`config.mk`:
```
export PLATFORM = sky130hd
export DESIGN_NAME = ssi_position_out
export DESIGN_NICKNAME = d
export VERILOG_FILES = /design/src/hw/ssi_pos_pkg.sv /design/src/hw/pos_fifo.sv /design/src/hw/prog_filter.sv /design/src/hw/ssi_position_out.sv
export SDC_FILE = /design/constraint.sdc
export NUM_CORES = 1
export LEC_CHECK = 0
export ABC_AREA = 1
export BUFFER_PORTS_ARGS = -buffer_cell sky130_fd_sc_hd__clkbuf_2
export CAP_MARGIN = 30
export CORE_MARGIN = 2
export CORE_UTILIZATION = 55
export CTS_CLUSTER_SIZE = 40
export DETAILED_ROUTE_END_ITERATION = 12
export GPL_ROUTABILITY_DRIVEN = 0
export PLACE_DENSITY_LB_ADDON = 0.25
export SLEW_MARGIN = 20
export SYNTH_ARGS = -nofsm -noshare
export SYNTH_HDL_FRONTEND = slang
export SYNTH_SLANG_ARGS = --single-unit
```
`constraint.sdc`:
```
create_clock -name clk -period 7.35 [get_ports clk]
set_input_delay 1.47 -clock clk [delete_from_list [all_inputs] [get_ports clk]]
set_output_delay 1.47 -clock clk [all_outputs]
set_load 0.02 [all_outputs]
```
`src/hw/ssi_pos_pkg.sv`:
```
package ssi_pos_pkg;
    localparam int clk_hz = 10_000_000;
    localparam int dir_hold_us = 1000;
    localparam int zero_hold_us = 12000;
    localparam int recovery_time_us = 20;
    localparam int extra_clock_pause_us = 0;
    localparam int dir_hold_cycles = (dir_hold_us * (clk_hz / 1_000_000)) + 1;
    localparam int zero_hold_cycles = (zero_hold_us * (clk_hz / 1_000_000)) + 1;
    localparam int recovery_cycles = recovery_time_us * (clk_hz / 1_000_000);
    localparam int pause_cycles = extra_clock_pause_us * (clk_hz / 1_000_000);
    localparam int word_single = 13;
    localparam int word_multi = 25;
    localparam int pos_w = 25;
    localparam int cnt_w = 24;

    typedef enum logic [1:0] {
        st_idle = 2'b00,
        st_shift = 2'b01,
        st_recover = 2'b10
    } link_state_type;

    typedef struct packed {
        logic dir_rev;
        logic zero_req;
    } prog_type;
endpackage : ssi_pos_pkg

```
`src/hw/pos_fifo.sv`:
```
`timescale 1ns/1ns
module pos_fifo #(
    parameter int width = 25,
    parameter int depth = 32
) (
    input wire logic clk,
    input wire logic rst,
    input wire logic in_valid,
    output logic in_ready,
    input wire logic [width-1:0] in_data,
    output logic out_valid,
    input wire logic out_ready,
    output logic [width-1:0] out_data
);
    localparam int aw = $clog2(depth);
    typedef struct packed {
        logic [aw:0] wp;
        logic [aw:0] rp;
        logic [width-1:0] dout;
        logic dvalid;
    } fifo_state_type;
    fifo_state_type s_r, s_nxt;
    logic [width-1:0] mem [depth];
    logic full, empty, wr, rd;

    assign empty = (s_r.wp == s_r.rp);
    assign full = (s_r.wp[aw] != s_r.rp[aw]) && (s_r.wp[aw-1:0] == s_r.rp[aw-1:0]);
    assign in_ready = !full;
    assign wr = in_valid && !full;
    assign rd = !empty && (!s_r.dvalid || out_ready);
    assign out_valid = s_r.dvalid;
    assign out_data = s_r.dout;

    always_comb begin
        s_nxt = s_r;
        if (wr) begin
            s_nxt.wp = s_r.wp + 1'b1;
        end
        if (out_ready) begin
            s_nxt.dvalid = 1'b0;
        end
        if (rd) begin
            s_nxt.rp = s_r.rp + 1'b1;
            s_nxt.dout = mem[s_r.rp[aw-1:0]];
            s_nxt.dvalid = 1'b1;
        end
    end

    always_ff @(posedge clk) begin
        if (wr) begin
            mem[s_r.wp[aw-1:0]] <= in_data;
        end
    end

    always_ff @(posedge clk or posedge rst) begin
        if (rst) begin
            s_r <= '0;
        end else begin
            s_r <= s_nxt;
        end
    end
endmodule : pos_fifo

```
`src/hw/prog_filter.sv`:
```
`timescale 1ns/1ns
module prog_filter #(
    parameter int hold_cycles = 10001
) (
    input wire logic clk,
    input wire logic rst,
    input wire logic pin,
    output logic held
);
    typedef struct packed {
        logic s1;
        logic s2;
        logic [23:0] cnt;
        logic held;
    } filt_state_type;
    filt_state_type s_r, s_nxt;
    localparam logic [23:0] hold_max = 24'(hold_cycles);

    assign held = s_r.held;

    always_comb begin
        s_nxt = s_r;
        s_nxt.s1 = pin;
        s_nxt.s2 = s_r.s1;
        if (!s_r.s2) begin
            s_nxt.cnt = '0;
            s_nxt.held = 1'b0;
        end else if (s_r.cnt < hold_max) begin
            s_nxt.cnt = s_r.cnt + 24'h000001;
        end else begin
            s_nxt.held = 1'b1;
        end
    end

    always_ff @(posedge clk or posedge rst) begin
        if (rst) begin
            s_r <= '0;
        end else begin
            s_r <= s_nxt;
        end
    end
endmodule : prog_filter

```
`src/hw/ssi_position_out.sv`:
```
`timescale 1ns/1ns
module ssi_position_out #(
    parameter bit multiturn = 1'b1,
    parameter int dir_hold = ssi_pos_pkg::dir_hold_cycles,
    parameter int zero_hold = ssi_pos_pkg::zero_hold_cycles,
    parameter int recovery = ssi_pos_pkg::recovery_cycles,
    parameter int pause = ssi_pos_pkg::pause_cycles,
    parameter int fifo_depth = 32
) (
    input wire logic clk,
    input wire logic rst,
    input wire logic [ssi_pos_pkg::pos_w-1:0] pos_in,
    input wire logic pos_valid,
    output logic pos_ready,
    input wire logic link_clk,
    output logic link_data,
    input wire logic dir_pin,
    input wire logic zero_pin,
    output logic dir_reversed
);
    localparam int word_len = multiturn ? ssi_pos_pkg::word_multi : ssi_pos_pkg::word_single;
    localparam logic [4:0] last_bit = 5'(word_len - 1);
    // last bit stands for half the recovery time so a late reader still sees it
    localparam logic [23:0] lsb_hold = 24'(recovery / 2);
    localparam logic [23:0] rec_cnt = 24'(recovery);
    localparam logic [23:0] quiet_cnt = 24'(recovery + pause);
    localparam int pw = ssi_pos_pkg::pos_w;

    // ****************************************
    // programming inputs
    // ****************************************
    ssi_pos_pkg::prog_type prog;
    prog_filter #(.hold_cycles(dir_hold)) u_dir (
        .clk(clk),
        .rst(rst),
        .pin(dir_pin),
        .held(prog.dir_rev)
    );
    prog_filter #(.hold_cycles(zero_hold)) u_zero (
        .clk(clk),
        .rst(rst),
        .pin(zero_pin),
        .held(prog.zero_req)
    );

    // ****************************************
    // position stream
    // ****************************************
    logic f_valid;
    logic [pw-1:0] f_data;
    pos_fifo #(.width(pw), .depth(fifo_depth)) u_fifo (
        .clk(clk),
        .rst(rst),
        .in_valid(pos_valid),
        .in_ready(pos_ready),
        .in_data(pos_in),
        .out_valid(f_valid),
        .out_ready(1'b1),
        .out_data(f_data)
    );

    typedef struct packed {
        logic c1;
        logic c2;
        logic c3;
        ssi_pos_pkg::link_state_type st;
        logic [pw-1:0] raw;
        logic [pw-1:0] offset;
        logic zero_seen;
        logic [pw-1:0] word;
        logic [4:0] idx;
        logic data;
        logic [23:0] hi_cnt;
        logic fresh;
    } out_state_type;
    out_state_type s_r, s_nxt;

    logic [pw-1:0] rel, dirpos, gray;
    logic clk_fall, clk_rise;

    assign clk_fall = s_r.c3 && !s_r.c2;
    assign clk_rise = !s_r.c3 && s_r.c2;
    assign rel = s_r.raw - s_r.offset;
    assign dirpos = prog.dir_rev ? pw'(-rel) : rel;
    assign gray = dirpos ^ (dirpos >> 1);
    assign link_data = s_r.data;
    assign dir_reversed = prog.dir_rev;

    // ****************************************
    // link state machine
    // ****************************************
    always_comb begin
        s_nxt = s_r;
        s_nxt.c1 = link_clk;
        s_nxt.c2 = s_r.c1;
        s_nxt.c3 = s_r.c2;
        if (f_valid) begin
            s_nxt.raw = f_data;
        end
        s_nxt.zero_seen = prog.zero_req;
        if (prog.zero_req && !s_r.zero_seen) begin
            s_nxt.offset = s_r.raw;
        end
        if (!s_r.c2) begin
            s_nxt.hi_cnt = '0;
        end else if (s_r.c2 && s_r.hi_cnt != 24'hffffff) begin
            s_nxt.hi_cnt = s_r.hi_cnt + 24'h000001;
        end
        case (s_r.st)
            ssi_pos_pkg::st_idle: begin
                s_nxt.data = 1'b1;
                if (clk_fall) begin
                    if (s_r.fresh) begin
                        s_nxt.word = gray;
                    end
                    s_nxt.idx = last_bit;
                    s_nxt.st = ssi_pos_pkg::st_shift;
                end
            end
            ssi_pos_pkg::st_shift: begin
                if (clk_rise) begin
                    s_nxt.data = s_r.word[s_r.idx];
                    if (s_r.idx == '0) begin
                        s_nxt.st = ssi_pos_pkg::st_recover;
                    end else begin
                        s_nxt.idx = s_r.idx - 5'h01;
                    end
                end else if (s_r.hi_cnt >= rec_cnt) begin
                    s_nxt.fresh = 1'b1;
                    s_nxt.st = ssi_pos_pkg::st_idle;
                end
            end
            default: begin
                if (s_r.hi_cnt >= rec_cnt) begin
                    s_nxt.data = 1'b1;
                end else if (s_r.hi_cnt >= lsb_hold) begin
                    s_nxt.data = 1'b0;
                end
                if (clk_fall) begin
                    if (s_r.hi_cnt < rec_cnt) begin
                        s_nxt.data = 1'b0;
                    end
                    if (s_r.hi_cnt >= quiet_cnt) begin
                        s_nxt.word = gray;
                        s_nxt.fresh = 1'b1;
                    end else begin
                        s_nxt.fresh = 1'b0;
                    end
                    s_nxt.idx = last_bit;
                    s_nxt.st = ssi_pos_pkg::st_shift;
                end else if (s_r.hi_cnt >= quiet_cnt) begin
                    s_nxt.fresh = 1'b1;
                    s_nxt.st = ssi_pos_pkg::st_idle;
                end
            end
        endcase
    end

    always_ff @(posedge clk or posedge rst) begin
        if (rst) begin
            s_r <= '{c1: 1'b1, c2: 1'b1, c3: 1'b1, st: ssi_pos_pkg::st_idle,
                     data: 1'b1, fresh: 1'b1, default: '0};
        end else begin
            s_r <= s_nxt;
        end
    end

    // ****************************************
    // checks
    // ****************************************
    chk_idle_data_high: assert property (@(posedge clk) disable iff (rst)
        (s_r.st == ssi_pos_pkg::st_idle) |=> link_data)
        else $error("data not high in idle");
    chk_capture_on_fall: assert property (@(posedge clk) disable iff (rst)
        (s_r.st == ssi_pos_pkg::st_idle && clk_fall && s_r.fresh) |=> (s_r.word == $past(gray)))
        else $error("word not captured on falling edge");
    chk_first_bit_msb: assert property (@(posedge clk) disable iff (rst)
        (s_r.st == ssi_pos_pkg::st_shift && clk_rise && s_r.idx == last_bit)
        |=> (link_data == $past(s_r.word[last_bit])))
        else $error("first bit is not msb");
    chk_recover_low: assert property (@(posedge clk) disable iff (rst)
        (s_r.st == ssi_pos_pkg::st_recover && !clk_fall && s_r.hi_cnt >= lsb_hold
         && s_r.hi_cnt < rec_cnt) |=> !link_data)
        else $error("data not low in recovery");
    chk_repeat_word: assert property (@(posedge clk) disable iff (rst)
        (s_r.st == ssi_pos_pkg::st_recover && clk_fall && s_r.hi_cnt < quiet_cnt)
        |=> $stable(s_r.word) && !s_r.fresh)
        else $error("word changed on early reclock");
    chk_fresh_after_rest: assert property (@(posedge clk) disable iff (rst)
        (s_r.st == ssi_pos_pkg::st_recover && s_r.hi_cnt >= quiet_cnt) |=> s_r.fresh)
        else $error("no fresh capture after rest");
    chk_gray_code: assert property (@(posedge clk) disable iff (rst)
        ((^gray) == dirpos[0]) && (gray[pw-1] == dirpos[pw-1]))
        else $error("gray code mismatch");
    chk_zero_offset: assert property (@(posedge clk) disable iff (rst)
        (prog.zero_req && !s_r.zero_seen) |=> (s_r.offset == $past(s_r.raw)))
        else $error("zeroing did not load offset");
endmodule : ssi_position_out

```
After elaboration in Yosys (flattened, before gate mapping)
Memory sizes are Yosys's and may differ from the RTL's. A register that Yosys moved wholly into a read port is not among the register bits.
Index checks and enable logic that the tools add are counted.
{"block": "op_classes", "addsub": 8, "eq_ne": 16, "n_mux": 36, "bitwise_logic": 3, "reduce_logical": 19, "n_lt_le_gt_ge": 6}
{"op": "$mux 25", "n": 5}
{"op": "$mux 24", "n": 4}
{"op": "$add 24x1->24 const B", "n": 3}
{"op": "$pmux 25 s2", "n": 1}
{"op": "$mux 31", "n": 1}
{"op": "$mux 30", "n": 1}
{"op": "$neg 25->25", "n": 1}
{"op": "$sub 25x25->25", "n": 1}
{"op": "$xor 25x24->25", "n": 1}
{"op": "$ge 24x7->1 const B", "n": 1}
{"op": "$ge 24x8->1 const B", "n": 1}
{"op": "$lt 24x14->1 const B", "n": 1}
{"op": "$lt 24x17->1 const B", "n": 1}
{"op": "$lt 24x8->1 const B", "n": 1}
{"op": "$ne 24x24->1 const B", "n": 1}
{"op": "$ne 2x2->1 const B", "n": 9}
{"op": "$mux 1", "n": 13}
{"op": "$add 6x1->6 const B", "n": 2}
{"op": "$pmux 6 s2", "n": 1}
{"op": "$mux 2", "n": 5}
{"op": "$reduce_and 4->1", "n": 2}
{"op": "$eq 6x6->1", "n": 1}
{"op": "$logic_and 1x1->1", "n": 6}
{"op": "$lt 5x6->1 const B", "n": 1}
{"op": "other kinds (17)", "n": 24}
{"block": "totals", "out_inout_bits": 3, "in_bits": 31, "mem_bits_rw": 800, "n_memories": 1, "register_bits": 179}
{"memory": "u_fifo.mem", "words": 32, "width": 25, "rd": 1, "rd_ports_with_merged_regs": 1, "write_ports": 1, "line_no": "pos_fifo.sv:23", "source": "logic [width-1:0] mem [depth];"}

Longest topological paths before layout
{"block": "logic_depth", "ltp_word": 7, "ltp_mapped": 23}

By module
From an unflattened synthesis, not the netlist that was laid out.
{"block": "unflattened", "cells_unflattened": 5008, "area_unflattened_um2": 46572.2}
{"mod": "pos_fifo", "seq_area_each_um2": 24974.0, "area_each_um2": 35607.9, "instances": 1, "cells_each": 3404}
{"mod": "ssi_position_out", "seq_area_each_um2": 2808.9, "area_each_um2": 7797.5, "instances": 1, "cells_each": 1164}
{"mod": "prog_filter at u_zero", "seq_area_each_um2": 675.6, "area_each_um2": 1676.6, "instances": 1, "cells_each": 239}
{"mod": "prog_filter at u_dir", "seq_area_each_um2": 675.6, "area_each_um2": 1490.2, "instances": 1, "cells_each": 201}

Least setup slack after synthesis
OpenSTA, ideal clock, no wires.
{"block": "synth_path", "path_kind": "input -> register", "start": "in pos_valid", "end": "mem u_fifo.mem[3][0] (enable)", "path_stages": 2, "setup_time_ns": 0.438, "slack_ns": 3.564, "arrival_time_ns": 3.347, "cell_sequence": "nand2_1 nor3_1"}
{"block": "synth_via", "elab_chain_cells": 3}
{"element": "start, declared", "line_no": "ssi_position_out.sv:13", "source": "input wire logic pos_valid,"}
{"element": "$logic_and 1x1->1", "line_no": "pos_fifo.sv:29", "source": "assign wr = in_valid && !full;"}
{"element": "$mux 1", "line_no": "pos_fifo.sv:50", "source": "if (wr) begin"}
{"element": "$mux 1 (implied by the code)", "line_no": "pos_fifo.sv:51", "source": "mem[s_r.wp[aw-1:0]] <= in_data;"}
{"element": "end, declared", "line_no": "pos_fifo.sv:23"}
Every way passes these cells.

Worst setup path after layout
{"block": "layout_path", "start": "reg u_fifo.s_r[27] in the netlist's numbering", "end": "out pos_ready"}
{"block": "layout_via", "elab_chain_cells": 3}
{"element": "start, declared", "line_no": "pos_fifo.sv:22", "source": "fifo_state_type s_r, s_nxt;"}
{"element": "start signal, assigned", "line_no": "pos_fifo.sv:59", "source": "s_r <= s_nxt;"}
{"element": "$eq 5x5->1", "line_no": "pos_fifo.sv:27", "source": "assign full = (s_r.wp[aw] != s_r.rp[aw]) && (s_r.wp[aw-1:0] == s_r.rp[aw-1:0]);"}
{"element": "$logic_and 1x1->1", "line_no": "pos_fifo.sv:27"}
{"element": "$logic_not 1->1", "line_no": "pos_fifo.sv:28", "source": "assign in_ready = !full;"}
{"element": "end, declared", "line_no": "ssi_position_out.sv:14", "source": "output logic pos_ready,"}
Every way passes these cells.

==> out/qor.yml <==
status: "finished clean"
fin_setup_tns_ns: 0
clockBufferDepth: 3
grt_max_degree: 206
area_delta_synth_final_pct: 11.5
num_rows: 102
die_area_sq_um: 80000
dpl.hpwl_um: 60100
grt.overflow.total: 0
hold_buffers: 0
vias_per_cell: 5.95
rsz0062_at_grt: "false"
crit_fanout: 80
io_buffers: 33
drt-initial-drc-count: 2978
grt_pass1_wl_um: 160000
end_kind: "output pin"
synthFlopType: "edfxtp_1"
yosys_warnings: 0
finalCriticalPeriod_ns: 4.43
period_share: 0.603
n_antenna_cell: 0
syn_nets: 3914
die_w_um: 283
grt_pass1_vias: 28400
antenna_found_initial: 3
fin_util: 0.617
crit_arrival_ns: 2.96
ys_types: 51
maxCapViolations: 0
track_usage: 0.263
clkTransAtPathRegs_ns: 0.06
syn_area_sq_um: 42800
relSlewSlack: 0.309
detail-route-antenna-nets: 0
cts.sinks: 1004
initial_core_util: 0.554
hold_path_class: "register to register"
crit_required_ns: 5.88
avgSynthCellArea_sq_um: 11.1
die_h_um: 283
crit_type: "register to output pin"
leakage_nw: 17.3
setup_viol: 0
dr.pass1.iters: 6
tightest_slew_ns: 1.03
num_vias: 29400
cp-start-kind: "register"
wl_per_cell_um: 21.3
cts-resized-gates: 0
core_area_sq_um: 77200
synth_edf_count: 800
io_pins: 34
postSynthCellCount: 3844
power_density_nw_per_um2: 391
hold_viol: 0
ys_seq_area_frac: 0.681
drive_above_1_share: 0.0831
htree_levels: 3
cts-root-buf: "clkbuf_16"
clock.fmax_mhz: 226
async_flop_share: 0.203
nets: 3889
drc_errors: 0
ys_ff_latch: 1004
finalWirelength_um: 105000
cts_buffers: 100
maxSlewViolCount: 0
cts_setup_buffers: 0
ir_drop_mv: 0.319
clk-insertion-delay-late_ns: 0.68
tritoncts: "done"
finClkSkew_ns: 0.0335
[cell usage in the layout (no fill, tap or decap), types with 12 or more instances in the layout]
| master | count |
|---|---|
| nand4_1 | 74 |
| xnor2_1 | 12 |
| clkbuf_1 | 23 |
| o21ai_0 | 542 |
| nand2_2 | 21 |
| o22ai_1 | 131 |
| a21oi_1 | 59 |
| buf_16 | 14 |
| o211ai_1 | 29 |
| edfxtp_1 | 800 |
| nand3_1 | 132 |
| clkbuf_2 | 33 |
| clkbuf_16 | 100 |
| ha_1 | 38 |
| inv_1 | 278 |
| clkinv_2 | 16 |
| o21ai_1 | 16 |
| dfrtp_1 | 196 |
| nor4_1 | 13 |
| clkinv_1 | 19 |
| nor2_4 | 36 |
| nand2_1 | 522 |
| xor2_1 | 33 |
| o221ai_1 | 75 |
| nor3_1 | 35 |
| nor2_1 | 520 |
| buf_4 | 23 |
[synth_stat cells (2+ instances only)]
cell type,instances,share of area
xor2_2,5,0.0019
o22ai_1,131,0.019
o21ai_2,2,0.00041
o211ai_1,29,0.0051
nand3b_1,2,0.00035
o21ai_0,542,0.063
buf_2,7,0.00082
a21oi_1,59,0.0069
xnor2_1,12,0.0025
nor4_1,13,0.0019
a31oi_1,5,0.00073
o21ai_1,16,0.0019
edfxtp_1,800,0.56
nand2_2,21,0.0031
o2111ai_1,2,0.00041
nor3_1,37,0.0043
nand3_2,5,0.0012
nor2_2,5,0.00073
clkinv_1,3,0.00026
clkbuf_1,182,0.016
nor3b_1,2,0.00035
ha_1,38,0.011
inv_1,282,0.025
dfrtp_1,199,0.12
nand4_1,74,0.011
o221ai_1,75,0.015
nand2_4,3,0.00079
a211oi_1,8,0.0014
o21bai_1,2,0.00035
buf_1,9,0.00079
nand3_1,132,0.015
o21a_1,2,0.00035
nor2_1,551,0.048
nand2_1,522,0.046
inv_2,10,0.00088
nor2_4,5,0.0013
and3_1,2,0.00029
xor2_1,33,0.0068
dfstp_2,5,0.0031
[where the power goes]
group / total, W / internal, W / switching, W
combinational: 0.00639 / 0.00187 / 0.00453
sequential: 0.00709 / 0.00671 / 0.000379
clock: 0.00514 / 0.00297 / 0.00217
total: 0.0186 / 0.0116 / 0.00708
[final cells by class]
class / count / area (sq um)
tap: 1040 / 1300
sequential: 1004 / 29100
inverter: 295 / 1130
timing repair buffer: 72 / 763
fill: 6026 / 29500
clock buffer: 129 / 2670
multi-input combinational: 2346 / 12000
clock inverter: 55 / 664
[kinds of logic after synthesis]
logic type               count (synthesis)  synth area share
flip-flops                            1004             0.681
adder cells (fa/ha/maj)                 39            0.0116
XOR/XNOR                                50            0.0111
AO/OA/AOI/OAI                          879             0.117
buffers and inverters                  494            0.0437
AND/OR/NAND/NOR                       1378             0.135
[metrics by stage]
step | hold slack (ns) | area, sq um | std cells | total power (W) | setup WS, ns
after floorplan | 0.331 | 42800 | 3844 | 0.0115 | 0.321
after global placement | 0.334 | 44000 | 4743 | 0.0133 | 3.59
after detailed placement | 0.336 | 44100 | 4747 | 0.0135 | 3.54
after CTS | 0.348 | 47400 | 4931 | 0.0186 | 2.99
after global routing | 0.360 | 47700 | 4941 | 0.0196 | 2.80
final | 0.356 | 47700 | 4941 | 0.0186 | 2.92
[flip-flops by register name, indices dropped and copies added (netlist names)]
signal / cells
u_zero.s_nxt: 1
u_fifo.mem: 800
link_data: 1
u_zero.s_r: 25
u_fifo.out_data: 25
u_fifo.s_r: 12
u_zero.held: 1
u_fifo.out_valid: 1
s_r: 109
u_dir.held: 1
u_dir.s_r: 25
s_nxt: 2
u_dir.s_nxt: 1
[worst paths after layout]
check                          startpoint                  to  slack (ns)  cells after the start
hold / removal                 s_nxt[110]          s_nxt[109]        0.36                      0
setup / recovery           u_fifo.s_r[27]           pos_ready        2.92                      7
setup reg to reg           u_fifo.s_r[27]  u_fifo.mem[21][23]        3.37                     10
min in group asynchronous             rst     u_dir.s_nxt[25]        0.94                      2
max in group asynchronous             rst      u_fifo.s_r[26]        5.10                      3
hold reg to reg                s_nxt[110]          s_nxt[109]        0.36                      0
[critical path, cell delays in order (launching register included)]
cell and delay, ns:
dfrtp_4 0.69, inv_6 0.50, nor2_1 0.09, nor4_1 0.30, nand4_1 0.15, nor2_1 0.11, nand2_1 0.10, clkbuf_2 0.22
[routing by layer]
metal  GRT usage  vias up  wire (um)
li1            -    13600          -
met1       0.343    14400      42400
met2       0.441     1154      51400
met3      0.0555      197       8640
met4      0.0849        6       2830
met5           0        -         31
(Power assumes the default switching activity.)
